[config.mk]
export PLATFORM = sky130hd
export DESIGN_NAME = kis_top
export DESIGN_NICKNAME = d
export VERILOG_FILES = /design/src/design/kis_pkg.sv /design/src/design/kis_threshold_shadow.sv /design/src/design/kis_top.sv
export VERILOG_INCLUDE_DIRS = /design/src /design/src/design
export SDC_FILE = /design/constraint.sdc
export NUM_CORES = 1
export LEC_CHECK = 0
export BUFFER_PORTS_ARGS = -buffer_cell sky130_fd_sc_hd__clkbuf_2
export CAP_MARGIN = 20
export CORE_MARGIN = 2
export CORE_UTILIZATION = 45
export CTS_BUF_LIST = sky130_fd_sc_hd__clkbuf_16
export CTS_CLUSTER_DIAMETER = 200
export DETAILED_ROUTE_END_ITERATION = 8
export PLACE_DENSITY = 0.65
export SYNTH_ARGS = -nofsm -noshare
export SYNTH_HDL_FRONTEND = slang
export SYNTH_SLANG_ARGS = --single-unit
[constraint.sdc]
create_clock -name clk -period 12.9 [get_ports clk]
set_clock_uncertainty 0.1 [all_clocks]
set_input_delay 1.935 -clock clk [delete_from_list [all_inputs] [get_ports clk]]
set_output_delay 1.935 -clock clk [all_outputs]
set_load 0.02 [all_outputs]
[src/design/kis_regs.svh]
// register offsets, field positions, reset values and counts for the keyed setting block
`ifndef KIS_REGS_SVH
`define KIS_REGS_SVH

`define KIS_ADDR_ACCURACY   16'he7e2
`define KIS_ADDR_UNLOCK     16'he7fe
`define KIS_ADDR_SAG_LEVEL  16'h4000
`define KIS_ADDR_ZX_TIMEOUT 16'h4001
`define KIS_ADDR_RUN        16'h4002
`define KIS_ADDR_STATUS     16'h4003

`define KIS_UNLOCK_KEY      8'had
`define KIS_ACCURACY_BEST   8'h01
`define KIS_ACCURACY_RESET  8'h00

`define KIS_RUN_BIT         0
`define KIS_ST_ARMED_BIT    0
`define KIS_ST_SEEN_BIT     1
`define KIS_ST_SAG_PEND_BIT 2
`define KIS_ST_ZX_PEND_BIT  3

`define KIS_SAG_RESET       32'h0000_0000
`define KIS_ZX_RESET        32'h0000_ffff

`define KIS_TAKEUP_PCT      40'h00_0000_000a
`define KIS_PCT_SCALE       40'h00_0000_0064
`define KIS_FORCE_WRITES    4'h8

`endif

[src/design/kis_pkg.sv]
// types shared by the keyed setting block
package kis_pkg;

  typedef enum logic [1:0] {
    KIS_SZ_8  = 2'b00,
    KIS_SZ_16 = 2'b01,
    KIS_SZ_32 = 2'b10
  } kis_size_t;

  typedef enum logic [0:0] {
    KIS_KEY_IDLE  = 1'b0,
    KIS_KEY_ARMED = 1'b1
  } kis_key_state_t;

  typedef struct packed {
    logic        valid;
    logic        we;
    kis_size_t   size;
    logic [15:0] addr;
    logic [31:0] wdata;
  } kis_req_t;

  typedef struct packed {
    logic        valid;
    logic [31:0] rdata;
  } kis_rsp_t;

endpackage : kis_pkg

[src/design/kis_threshold_shadow.sv]
// one threshold register with deferred take-up into its active copy
`timescale 1ns/1ps
`default_nettype none
`include "kis_regs.svh"
module kis_threshold_shadow #(
  parameter int          WIDTH     = 24,
  parameter logic [31:0] RESET_VAL = 32'h0000_0000
) (
  // clock and reset
  input  wire logic             clk,
  input  wire logic             rstn,
  input  wire logic             ce,
  // register side
  input  wire logic             wr,
  input  wire logic             other_access,
  input  wire logic [WIDTH-1:0] wdata,
  input  wire logic             takeup_ok,
  output var  logic [WIDTH-1:0] stored,
  output var  logic [WIDTH-1:0] active,
  output var  logic             pending
);

  logic [3:0] run_len;

  if (WIDTH < 1 || WIDTH > 32) begin : g_bad_width
    $error("kis_threshold_shadow: WIDTH must be 1 to 32");
  end

  // consecutive-write counter, broken by any other access
  always_ff @(posedge clk) begin
    if (!rstn) begin
      run_len <= 4'h0;
    end else if (ce) begin
      if (wr) begin
        run_len <= (run_len == `KIS_FORCE_WRITES) ? run_len : run_len + 4'h1;
      end else if (other_access) begin
        run_len <= 4'h0;
      end
    end
  end

  always_ff @(posedge clk) begin
    if (!rstn) begin
      stored <= RESET_VAL[WIDTH-1:0];
    end else if (ce && wr) begin
      stored <= wdata;
    end
  end

  // reset value is live at once; later writes wait for take-up or a run of eight
  always_ff @(posedge clk) begin
    if (!rstn) begin
      active  <= RESET_VAL[WIDTH-1:0];
      pending <= 1'b0;
    end else if (ce) begin
      if (wr && (takeup_ok || run_len == `KIS_FORCE_WRITES - 4'h1 ||
                 run_len == `KIS_FORCE_WRITES)) begin
        active  <= wdata;
        pending <= 1'b0;
      end else if (wr) begin
        pending <= 1'b1;
      end else if (pending && takeup_ok) begin
        active  <= stored;
        pending <= 1'b0;
      end
    end
  end

endmodule : kis_threshold_shadow
`default_nettype wire

[src/design/kis_top.sv]
// keyed internal accuracy setting and deferred threshold take-up
`timescale 1ns/1ps
`default_nettype none
`include "kis_regs.svh"
module kis_top
  import kis_pkg::*;
#(
  parameter int          SAG_W       = 24,
  parameter int          ZX_W        = 16,
  parameter int          V_W         = 24,
  parameter int          NPHASE      = 3,
  parameter logic [31:0] V_FULLSCALE = 32'h0052_02b8
) (
  // clock and reset
  input  wire logic                  clk,
  input  wire logic                  rstn,
  input  wire logic                  ce,
  // register access port
  input  wire kis_req_t              req,
  output var  kis_rsp_t              rsp,
  // phase voltage magnitudes from the metering path
  input  wire logic [NPHASE*V_W-1:0] phase_mag,
  // settings to the analog and detector logic
  output var  logic [7:0]            accuracy_setting,
  output var  logic                  run,
  output var  logic [SAG_W-1:0]      sag_level_threshold,
  output var  logic [ZX_W-1:0]       zero_cross_timeout,
  output var  logic                  takeup_seen
);

  if (SAG_W < 1 || SAG_W > 32 || ZX_W < 1 || ZX_W > 32 ||
      V_W < 1 || V_W > 32 || NPHASE < 1 || NPHASE > 8) begin : g_bad_params
    $error("kis_top: parameter out of supported range");
  end

  kis_key_state_t   key_state;
  kis_key_state_t   next_key_state;
  logic             acc_key;
  logic             acc_set;
  logic             acc_sag;
  logic             acc_zx;
  logic             acc_run;
  logic             acc_stat;
  logic             is_byte;
  logic             wr;
  logic             rd;
  logic [NPHASE-1:0] phase_above;
  logic             any_above;
  logic [SAG_W-1:0] sag_stored;
  logic [ZX_W-1:0]  zx_stored;
  logic             sag_pending;
  logic             zx_pending;
  logic [31:0]      next_rdata;

  // address decode
  assign acc_key  = req.addr == `KIS_ADDR_UNLOCK;
  assign acc_set  = req.addr == `KIS_ADDR_ACCURACY;
  assign acc_sag  = req.addr == `KIS_ADDR_SAG_LEVEL;
  assign acc_zx   = req.addr == `KIS_ADDR_ZX_TIMEOUT;
  assign acc_run  = req.addr == `KIS_ADDR_RUN;
  assign acc_stat = req.addr == `KIS_ADDR_STATUS;
  assign is_byte  = req.size == KIS_SZ_8;
  assign wr       = ce && req.valid && req.we;
  assign rd       = ce && req.valid && !req.we;

  // key sequence: armed only for the access directly after the key write
  always_comb begin
    next_key_state = key_state;
    case (key_state)
      KIS_KEY_IDLE: begin
        if (wr && acc_key && is_byte && req.wdata[7:0] == `KIS_UNLOCK_KEY) begin
          next_key_state = KIS_KEY_ARMED;
        end
      end
      KIS_KEY_ARMED: begin
        if (req.valid) begin
          next_key_state = KIS_KEY_IDLE;
          if (wr && acc_key && is_byte && req.wdata[7:0] == `KIS_UNLOCK_KEY) begin
            next_key_state = KIS_KEY_ARMED;
          end
        end
      end
      default: begin
        next_key_state = KIS_KEY_IDLE;
      end
    endcase
  end

  always_ff @(posedge clk) begin
    if (!rstn) begin
      key_state <= KIS_KEY_IDLE;
    end else if (ce) begin
      key_state <= next_key_state;
    end
  end

  // protected setting: a byte write taken only straight after the key
  always_ff @(posedge clk) begin
    if (!rstn) begin
      accuracy_setting <= `KIS_ACCURACY_RESET;
    end else if (wr && acc_set && is_byte && key_state == KIS_KEY_ARMED) begin
      accuracy_setting <= req.wdata[7:0];
    end
  end

  always_ff @(posedge clk) begin
    if (!rstn) begin
      run <= 1'b0;
    end else if (wr && acc_run) begin
      run <= req.wdata[`KIS_RUN_BIT];
    end
  end

  // per-phase comparison against ten percent of full scale
  for (genvar p = 0; p < NPHASE; p++) begin : g_phase
    always_ff @(posedge clk) begin
      if (!rstn) begin
        phase_above[p] <= 1'b0;
      end else if (ce) begin
        phase_above[p] <= 40'(phase_mag[p*V_W +: V_W]) * `KIS_PCT_SCALE >
                          40'(V_FULLSCALE) * `KIS_TAKEUP_PCT;
      end
    end
  end

  assign any_above = |phase_above;

  // once any phase has been above the level, new thresholds apply directly
  always_ff @(posedge clk) begin
    if (!rstn) begin
      takeup_seen <= 1'b0;
    end else if (ce && any_above) begin
      takeup_seen <= 1'b1;
    end
  end

  kis_threshold_shadow #(
    .WIDTH     (SAG_W),
    .RESET_VAL (`KIS_SAG_RESET)
  ) u_sag (
    .clk          (clk),
    .rstn         (rstn),
    .ce           (ce),
    .wr           (wr && acc_sag),
    .other_access (req.valid && !(req.we && acc_sag)),
    .wdata        (req.wdata[SAG_W-1:0]),
    .takeup_ok    (takeup_seen || any_above),
    .stored       (sag_stored),
    .active       (sag_level_threshold),
    .pending      (sag_pending)
  );

  kis_threshold_shadow #(
    .WIDTH     (ZX_W),
    .RESET_VAL (`KIS_ZX_RESET)
  ) u_zx (
    .clk          (clk),
    .rstn         (rstn),
    .ce           (ce),
    .wr           (wr && acc_zx),
    .other_access (req.valid && !(req.we && acc_zx)),
    .wdata        (req.wdata[ZX_W-1:0]),
    .takeup_ok    (takeup_seen || any_above),
    .stored       (zx_stored),
    .active       (zero_cross_timeout),
    .pending      (zx_pending)
  );

  // read data; the key register and unmapped addresses read as zero
  always_comb begin
    next_rdata = 32'h0000_0000;
    if (acc_set) begin
      next_rdata[7:0] = accuracy_setting;
    end else if (acc_sag) begin
      next_rdata[SAG_W-1:0] = sag_stored;
    end else if (acc_zx) begin
      next_rdata[ZX_W-1:0] = zx_stored;
    end else if (acc_run) begin
      next_rdata[`KIS_RUN_BIT] = run;
    end else if (acc_stat) begin
      next_rdata[`KIS_ST_ARMED_BIT]    = key_state == KIS_KEY_ARMED;
      next_rdata[`KIS_ST_SEEN_BIT]     = takeup_seen;
      next_rdata[`KIS_ST_SAG_PEND_BIT] = sag_pending;
      next_rdata[`KIS_ST_ZX_PEND_BIT]  = zx_pending;
    end
  end

  // one response per access, one cycle after it is taken
  always_ff @(posedge clk) begin
    if (!rstn) begin
      rsp <= '0;
    end else if (ce) begin
      rsp.valid <= req.valid;
      if (rd) begin
        rsp.rdata <= next_rdata;
      end else begin
        rsp.rdata <= 32'h0000_0000;
      end
    end
  end

endmodule : kis_top
`default_nettype wire

After elaboration in Yosys (flattened, before gate mapping)

Index checks and enable logic that the tools add are counted.

Input port bits: 127
Bits in writable memories: 0
Latch bits: 0
Bits in read-only memories: 0
Logic and storage cells: 117
Memories: 0
Output and inout bits: 83
Register bits: 137

Muxes and demuxes: 31
Bitwise gates (word level): 1
Div/mod/pow operators: 0
Shift-type cells: 0
Reduce and logical (&&, ||, !) cells: 45
Multiply operators: 3
$add $sub $neg: 2
Equal/unequal tests: 15
$lt $le $gt $ge: 3

Operators by type and width:

| kind                  | number |
|---|---|
| $mux 24               | 4 |
| $gt 31x26->1 const B  | 3 |
| $mul 24x5->29 const B | 3 |
| $mux 16               | 5 |
| $eq 16x15->1 const B  | 4 |
| $eq 16x16->1 const B  | 2 |
| $mux 4                | 8 |
| $logic_and 1x1->1     | 23 |
| $mux 8                | 2 |
| $mux 12               | 1 |
| $reduce_and 3->1      | 4 |
| $mux 1                | 9 |
| $add 4x1->4 const B   | 2 |
| $eq 4x3->1 const B    | 2 |
| $eq 4x4->1 const B    | 2 |
| $eq 8x8->1 const B    | 1 |
| $ne 2x2->1 const B    | 4 |
| $reduce_bool 2->1     | 4 |
| $reduce_bool 3->1     | 2 |
| $logic_or 1x1->1      | 5 |
| $reduce_and 2->1      | 2 |
| $logic_not 1->1       | 3 |
| $mux 3                | 1 |
| $reduce_or 3->1       | 1 |
| other kinds (3)       | 3 |

Depth between registers and ports, before layout

Gate-level depths: netlist (run 1).

Depth in word-level cells: 8
Gate-level depth with buffers: 17
Depth with buffers taken out: 16

Modules after synthesis

A second synthesis (run 1) with hierarchy kept.

Cell total of the unflattened synthesis: 1709
Area total of the unflattened synthesis: 14026.0 sq um

By module, submodules not included:

| module                       | instances | cells an instance | area an instance (sq um) | sequential area each (sq um) |
|---|---|---|---|---|
| kis_top                      | 1         | 1249              | 9915.8                   | 780.7 |
| kis_threshold_shadow (u_sag) | 1         | 278               | 2391.0                   | 1061.0 |
| kis_threshold_shadow (u_zx)  | 1         | 182               | 1719.1                   | 740.7 |

Worst setup path after synthesis (run 1)

Ideal clock, no wire load.

Path kind: input to register
Start: in phase_mag[3]
End: reg phase_above[0]
Arrival: 5.171 ns
Stages on the path: 16
Buffers on the path: 0
Setup slack: 7.509 ns
Data required time: 12.680 ns
Library setup time: 0.120 ns
Cell sequence: ha_1 > ha_1 > inv_1 > fa_1 > inv_1 > ha_1 > o21a_1 > o31a_1 > o311ai_2 > a31o_2 > o22ai_1 > a31oi_1 > xnor2_1 > nand3_1 > o31a_1 > a211o_1

Longest elaborated chain between the ends: 2

RTL lines:

| element                        | line           | RTL |
|---|---|---|
| start: declaration             | kis_top.sv:22  | `input wire logic [NPHASE*V_W-1:0] phase_mag,` |
| $mul 24x5->29 (no source line) | n/a            |  |
| $gt 31x26->1 (no source line)  | n/a            |  |
| end signal: indexed assignment | kis_top.sv:120 | `` phase_above[p] <= 40'(phase_mag[p*V_W +: V_W]) * `KIS_PCT_SCALE > `` |
| end: declaration               | kis_top.sv:47  | `logic [NPHASE-1:0] phase_above;` |

No other way between the ends.
A chain may end at the register's enable or synchronous reset.

Final worst setup path (run 1)

Start: in phase_mag[16]
End: reg phase_above[0]

Same word-level chain as after synthesis.

==> flow_summary.yaml, run 1 <==
outcome:
  outcome: "finished, final reports clean"
detailed_routing:
  drtIter0Drc: 491
  vias_per_cell: 5.31
  drc: 0
  first_pass_iters: 7
  num_vias: 12011
  wl_per_cell_um: 14.4
  antenna_left: 0
  routed_wl_um: 32700
global_routing:
  antenna_found_initial: 0
  grt_max_degree: 104
  grt_pass1_vias: 11641
  grt_pass1_wl_um: 55700
  grt_usage_pct: 20.3
  grt_overflow: 0
floorplanning:
  boundaryPins: 210
  dieArea_um2: 32200
  start_util_pct: 45.5
  rows: 64
  die_h_um: 179
  core_um2: 30400
  die_w_um: 179
pwr:
  p_clk_share_pct: 28.6
  power_switching_share_pct: 38.4
  combPwrFrac_pct: 48.6
  power_switching_mw: 0.685
  seq_power_share_pct: 22.8
  ir_drop_mv: 0.0842
  p_per_area_nw_per_um2: 113
  p_leak_nw: 8.30
  p_int_mw: 1.10
sta:
  period_needed_ps: 5630
  tns_ps: 0
  timing.final.crit_share_pct: 43.6
  tightest_slew_ps: 940
  hold_viol_final: 0
  slew_headroom_pct: 36.8
  setup_viol: 0
  finalMaxSlewViolations: 0
  max_freq_ghz: 0.178
  rsz0062_at_grt: "no"
synth:
  synth_warnings: 0
  synthArstFlopShare_pct: 0
  seq_area_frac_synth_pct: 18.6
  synthFlopType: "dfxtp_1"
  ys_seq_elements: 129
  avgSynthCellArea_um2: 8.18
  syn_area_um2: 13900
  synth_top_cells_by_area: "ha_1 (21%), dfxtp_1 (19%), fa_1 (8.2%)"
  synth_cell_types: 95
  synth_edf_count: 0
  postSynthCellCount: 1694
  synth_top_area_share_pct: 21.4
  synth.largest_area_cell: "ha_1"
finish:
  utilization_pct: 51.8
  nets: 2274
  syn2layout_area_growth_pct: 13.8
  layout-drive-gt1-share_pct: 14.7
  antennaDiodeCount: 0
cts:
  holdBufCountCts: 0
  path_clk_slew_ps: 60
  cts_setup_buffers: 0
  clk_path_buf_depth: 2
  cts_buffers: 17
  cts_htree_levels: 4
  cts_tree: "done"
  cts.sinks: 129
  clk_latency_ps: 410
  cts_resized: 0
  clockRootBuffer: "clkbuf_16"
critical_path:
  arrival_ps: 5830
  cp_common_cell: "ha_1"
  startpoint_type: "input pin"
  crit_path_end_kind: "flop"
  path_class: "input pin to flop"
  required_ps: 13100
  cpPeakStageDelay_ps: 670
  cp_cell_sequence: "clkbuf_2, ha_1, ha_1, inv_1, fa_1, inv_1, ha_1, a2111oi_0, o211ai_1, a31oi_1, o41ai_2, a21oi_1, o21ai_1, a21oi_1, xnor2_1, a211o_1"
  cp_max_fo: 6
  crit_slowest_cell: "a2111oi_0"
placed_design:
  gp_congestion: 0.861
  place_hpwl_um: 26000
  io_buffers: 193
flow_run:
  maxCapViolations: 0
worst_hold_path:
  hp-class: "flop to flop"
layout make-up:
type / instances / area, um^2
fill: 2985 / 14700
timing repair buffer: 201 / 1050
inverter: 304 / 1140
tap: 396 / 495
clock inverter: 15 / 206
clock buffer: 17 / 425
multi-input combinational: 1200 / 9860
sequential: 129 / 2580
flip-flops by register name (all words and copies together), names as in the netlist, 3 cells and up:
name and cells:
u_sag.run_len 4, phase_above 3, accuracy_setting 8, u_sag.active 24, u_zx.stored 16, u_zx.active 16
u_zx.run_len 4, rsp 25, u_sag.stored 24
critical path, delay by kind of cell:
family	cells	cell delay (ps)
xor gates and xnor gates	1	110
buffers and inverters	3	200
adders and majority gates	4	1460
AOI/OAI and AO/OA	8	2130
final timing paths:
check / endpoint / depth (start not counted) / slack (ps) / startpoint
worst max register to register: u_sag.active[19] / 6 / 10450 / takeup_seen
worst min-delay path: u_zx.active[0] / 2 / 370 / u_zx.active[0]
worst max-delay path: phase_above[0] / 16 / 7270 / phase_mag[16]
worst min register to register: u_zx.active[0] / 2 / 370 / u_zx.active[0]
cell usage after synthesis, types with 10 or more instances:
master and count:
inv_1 303, ha_1 237, nand2_1 170, dfxtp_1 129
a21oi_1 73, nor2_1 70, fa_1 57, nand3_1 55
nor2b_1 48, o21ai_0 47, clkbuf_1 43, mux2i_1 40
xnor2_1 32, a22oi_1 29, a21boi_0 28, o211a_1 24
a31oi_1 21, a21o_1 20, nor3_1 17, nand2b_1 15
o21a_1 14, xor2_1 13, a222oi_1 11, buf_4 11
nand4_1 11, and2_1 10, buf_2 10, o21ai_1 10
power by group through the flow:
stage | clock, mW | combinational (mW) | sequential [mW]
after global placement | 0 | 0.842 | 0.415
final | 0.511 | 0.868 | 0.406
after global routing | 0.538 | 0.992 | 0.406
after CTS | 0.521 | 0.869 | 0.406
after detailed placement | 0 | 0.862 | 0.415
after floorplan | 0 | 0.690 | 0.414
per-layer routing:
layer | global-route usage (%) | share of wire [%] | vias up
li1 | - | - | 6080
met1 | 27.1 | 47 | 5634
met2 | 34.8 | 47 | 282
met3 | 3.65 | 5.1 | 15
met4 | 2.93 | 0.70 | 0
met5 | 0 | 0 | -
cell usage in the layout (no fill, tap or decap), types with 20 or more instances in the layout:
| cell type | count |
|---|---|
| clkbuf_2 | 192 |
| o21ai_0 | 47 |
| a21o_1 | 20 |
| xnor2_1 | 32 |
| a22oi_1 | 29 |
| ha_1 | 237 |
| nand2_1 | 170 |
| a21oi_1 | 73 |
| mux2i_1 | 40 |
| o211a_1 | 24 |
| fa_1 | 57 |
| nor2_1 | 70 |
| nand3_1 | 55 |
| inv_1 | 303 |
| a31oi_1 | 21 |
| dfxtp_1 | 129 |
| nor2b_1 | 48 |
| a21boi_0 | 28 |
per-stage QoR:
stage | cells | worst slack, ps | cell area (um^2) | hold slack (ps) | total power, mW
after floorplan | 1701 | 7510 | 13900 | 353 | 1.10
after global placement | 2228 | 6970 | 15100 | 355 | 1.26
after detailed placement | 2229 | 6930 | 15100 | 359 | 1.28
after CTS | 2261 | 7330 | 15700 | 373 | 1.80
after global routing | 2262 | 7050 | 15800 | 388 | 1.94
final | 2262 | 7270 | 15800 | 366 | 1.78
logic make-up (layout without fill, tap and decap cells):
kind of cell / after synthesis / count (layout) / synth area share [%]
AOI/OAI and AO/OA: 358 / 358 / 18.8
xor gates and xnor gates: 45 / 45 / 2.84
adders and majority gates: 294 / 294 / 29.6
buffers and inverters: 372 / 537 / 10.6
DFF: 129 / 129 / 18.6
muxes: 44 / 44 / 3.30
other: 1 / 8 / 0.0271
and+or+nand+nor: 451 / 451 / 16.2
Note: power is estimated with default switching activity, not from simulation.
==> inputs of run 2 (changes only) <==
Settings changed: PLACE_DENSITY 0.65 to 0.68.
Clock period 12.9 ns to 4.9 ns, I/O delays scaled along.
==> flow_summary.yaml, run 2 (synthesized netlist as in run 1, its figures left out) <==
outcome:
  outcome: "finished, final reports clean"
floorplanning:
  boundaryPins: 210
  core_um2: 30400
  die_w_um: 179
  dieArea_um2: 32200
  rows: 64
  start_util_pct: 45.5
  die_h_um: 179
finish:
  syn2layout_area_growth_pct: 13.8
  final_cell_mix: "inv_1 (303), ha_1 (237), clkbuf_2 (192)"
  top_register: "rsp"
  layout-drive-gt1-share_pct: 14.9
  fillerInstances: 2913
  layout.cells.most_common: "inv_1"
  nets: 2278
  reg_top3: "rsp: 25 flops, u_sag.active: 24 flops, u_sag.stored: 24 flops"
  largest_reg_flops: 25
  utilization_pct: 51.8
cts:
  cts_htree_levels: 4
  path_clk_slew_ps: 60
  cts_tree: "done"
  holdBufCountCts: 0
  clk_path_buf_depth: 2
  cts_resized: 0
  clockRootBuffer: "clkbuf_16"
  cts_setup_buffers: 0
  cts_buffers: 17
  clk_latency_ps: 410
  cts.sinks: 129
critical_path:
  startpoint_type: "input pin"
  crit_path_end_kind: "flop"
  arrival_ps: 4460
  cp_max_fo: 7
  path_class: "input pin to flop"
  required_ps: 5100
detailed_routing:
  first_pass_iters: 7
  wl_per_cell_um: 14.1
  routed_wl_um: 32000
  antenna_left: 0
  vias_per_cell: 5.32
  drc: 0
  drtIter0Drc: 644
  num_vias: 12071
global_routing:
  grt_usage_pct: 19.7
  grt_pass1_wl_um: 54700
  grt_overflow: 0
  antenna_found_initial: 1
  grt_pass1_vias: 11654
  grt_max_degree: 66
sta:
  slew_headroom_pct: 28.2
  max_freq_ghz: 0.234
  hold_viol_final: 0
  timing.final.crit_share_pct: 87.0
  tns_ps: 0
  tightest_slew_ps: 1070
  setup_viol: 0
  rsz0062_at_grt: "no"
  finalMaxSlewViolations: 0
  period_needed_ps: 4270
placed_design:
  gp_congestion: 0.847
  io_buffers: 193
  place_hpwl_um: 25700
pwr:
  ir_drop_mv: 0.193
  p_leak_nw: 8.31
  p_per_area_nw_per_um2: 292
flow_run:
  maxCapViolations: 0
worst_hold_path:
  hp-class: "flop to flop"
## run 2: cell count changes in the layout (fill, tap and decap cells not counted)
cell and change:
buf_16 +2, bufinv_16 -2, clkinvlp_4 +1, buf_8 -1, buf_4 +4, clkinv_2 +1, diode_2 +1, buf_12 -1
## run 2: per-layer routing
metal  track usage (%)  wire length (um)  vias up
met5                 0                 0        -
met2              34.1             15100      269
li1                  -                 -     6095
met3              3.46              1870       26
met4              3.64               321        0
met1              26.0             14600     5681
## run 2: worst paths after layout
| kind | startpoint | endpoint | slack (ps) | cells after the start |
|---|---|---|---|---|
| setup / recovery | phase_mag[9] | phase_above[0] | 630 | 17 |
| hold / removal | u_zx.active[9] | u_zx.active[9] | 370 | 2 |
| setup reg to reg | takeup_seen | u_sag.active[3] | 2270 | 6 |
| hold reg to reg | u_zx.active[9] | u_zx.active[9] | 370 | 2 |
## run 2: final cells by class
cell class	count	area (um^2)	area share (%)
Inverter	304	1140	7.24
Tap cell	396	495	3.14
Multi-Input combinational cell	1200	9860	62.5
Timing Repair Buffer	205	1100	6.97
Antenna cell	1	2.50	0.0159
Sequential cell	129	2580	16.4
Clock buffer	17	425	2.70
Clock inverter	15	159	1.01
## run 2: stage by stage
step	worst slack (ps)	hold WS [ps]	cell area (um^2)	cells	power, mW
final	635	369	15800	2267	4.61
after global routing	291	388	15800	2266	5.00
after global placement	257	356	15100	2232	3.31
after floorplan	709	353	13900	1701	2.91
after detailed placement	230	360	15200	2233	3.36
after CTS	651	376	15700	2265	4.63
## run 2: worst max-delay path, stage by stage
cell,delay (ps)
clkbuf_2,110
ha_1,290
ha_1,280
inv_1,50
fa_1,500
inv_1,40
ha_1,360
a2111oi_0,410
o21ai_1,140
o211ai_1,170
a31o_2,290
o22ai_1,130
a31oi_1,220
xnor2_1,140
nand3_1,100
o31a_1,240
a211o_1,260
## run 2: report_power, final
group          switching (mW)  leakage (nW)  total, mW  internal (mW)
sequential             0.0111          1.04       1.07           1.06
clock                   0.505         0.282       1.26          0.754
combinational            1.30          6.99       2.28          0.980
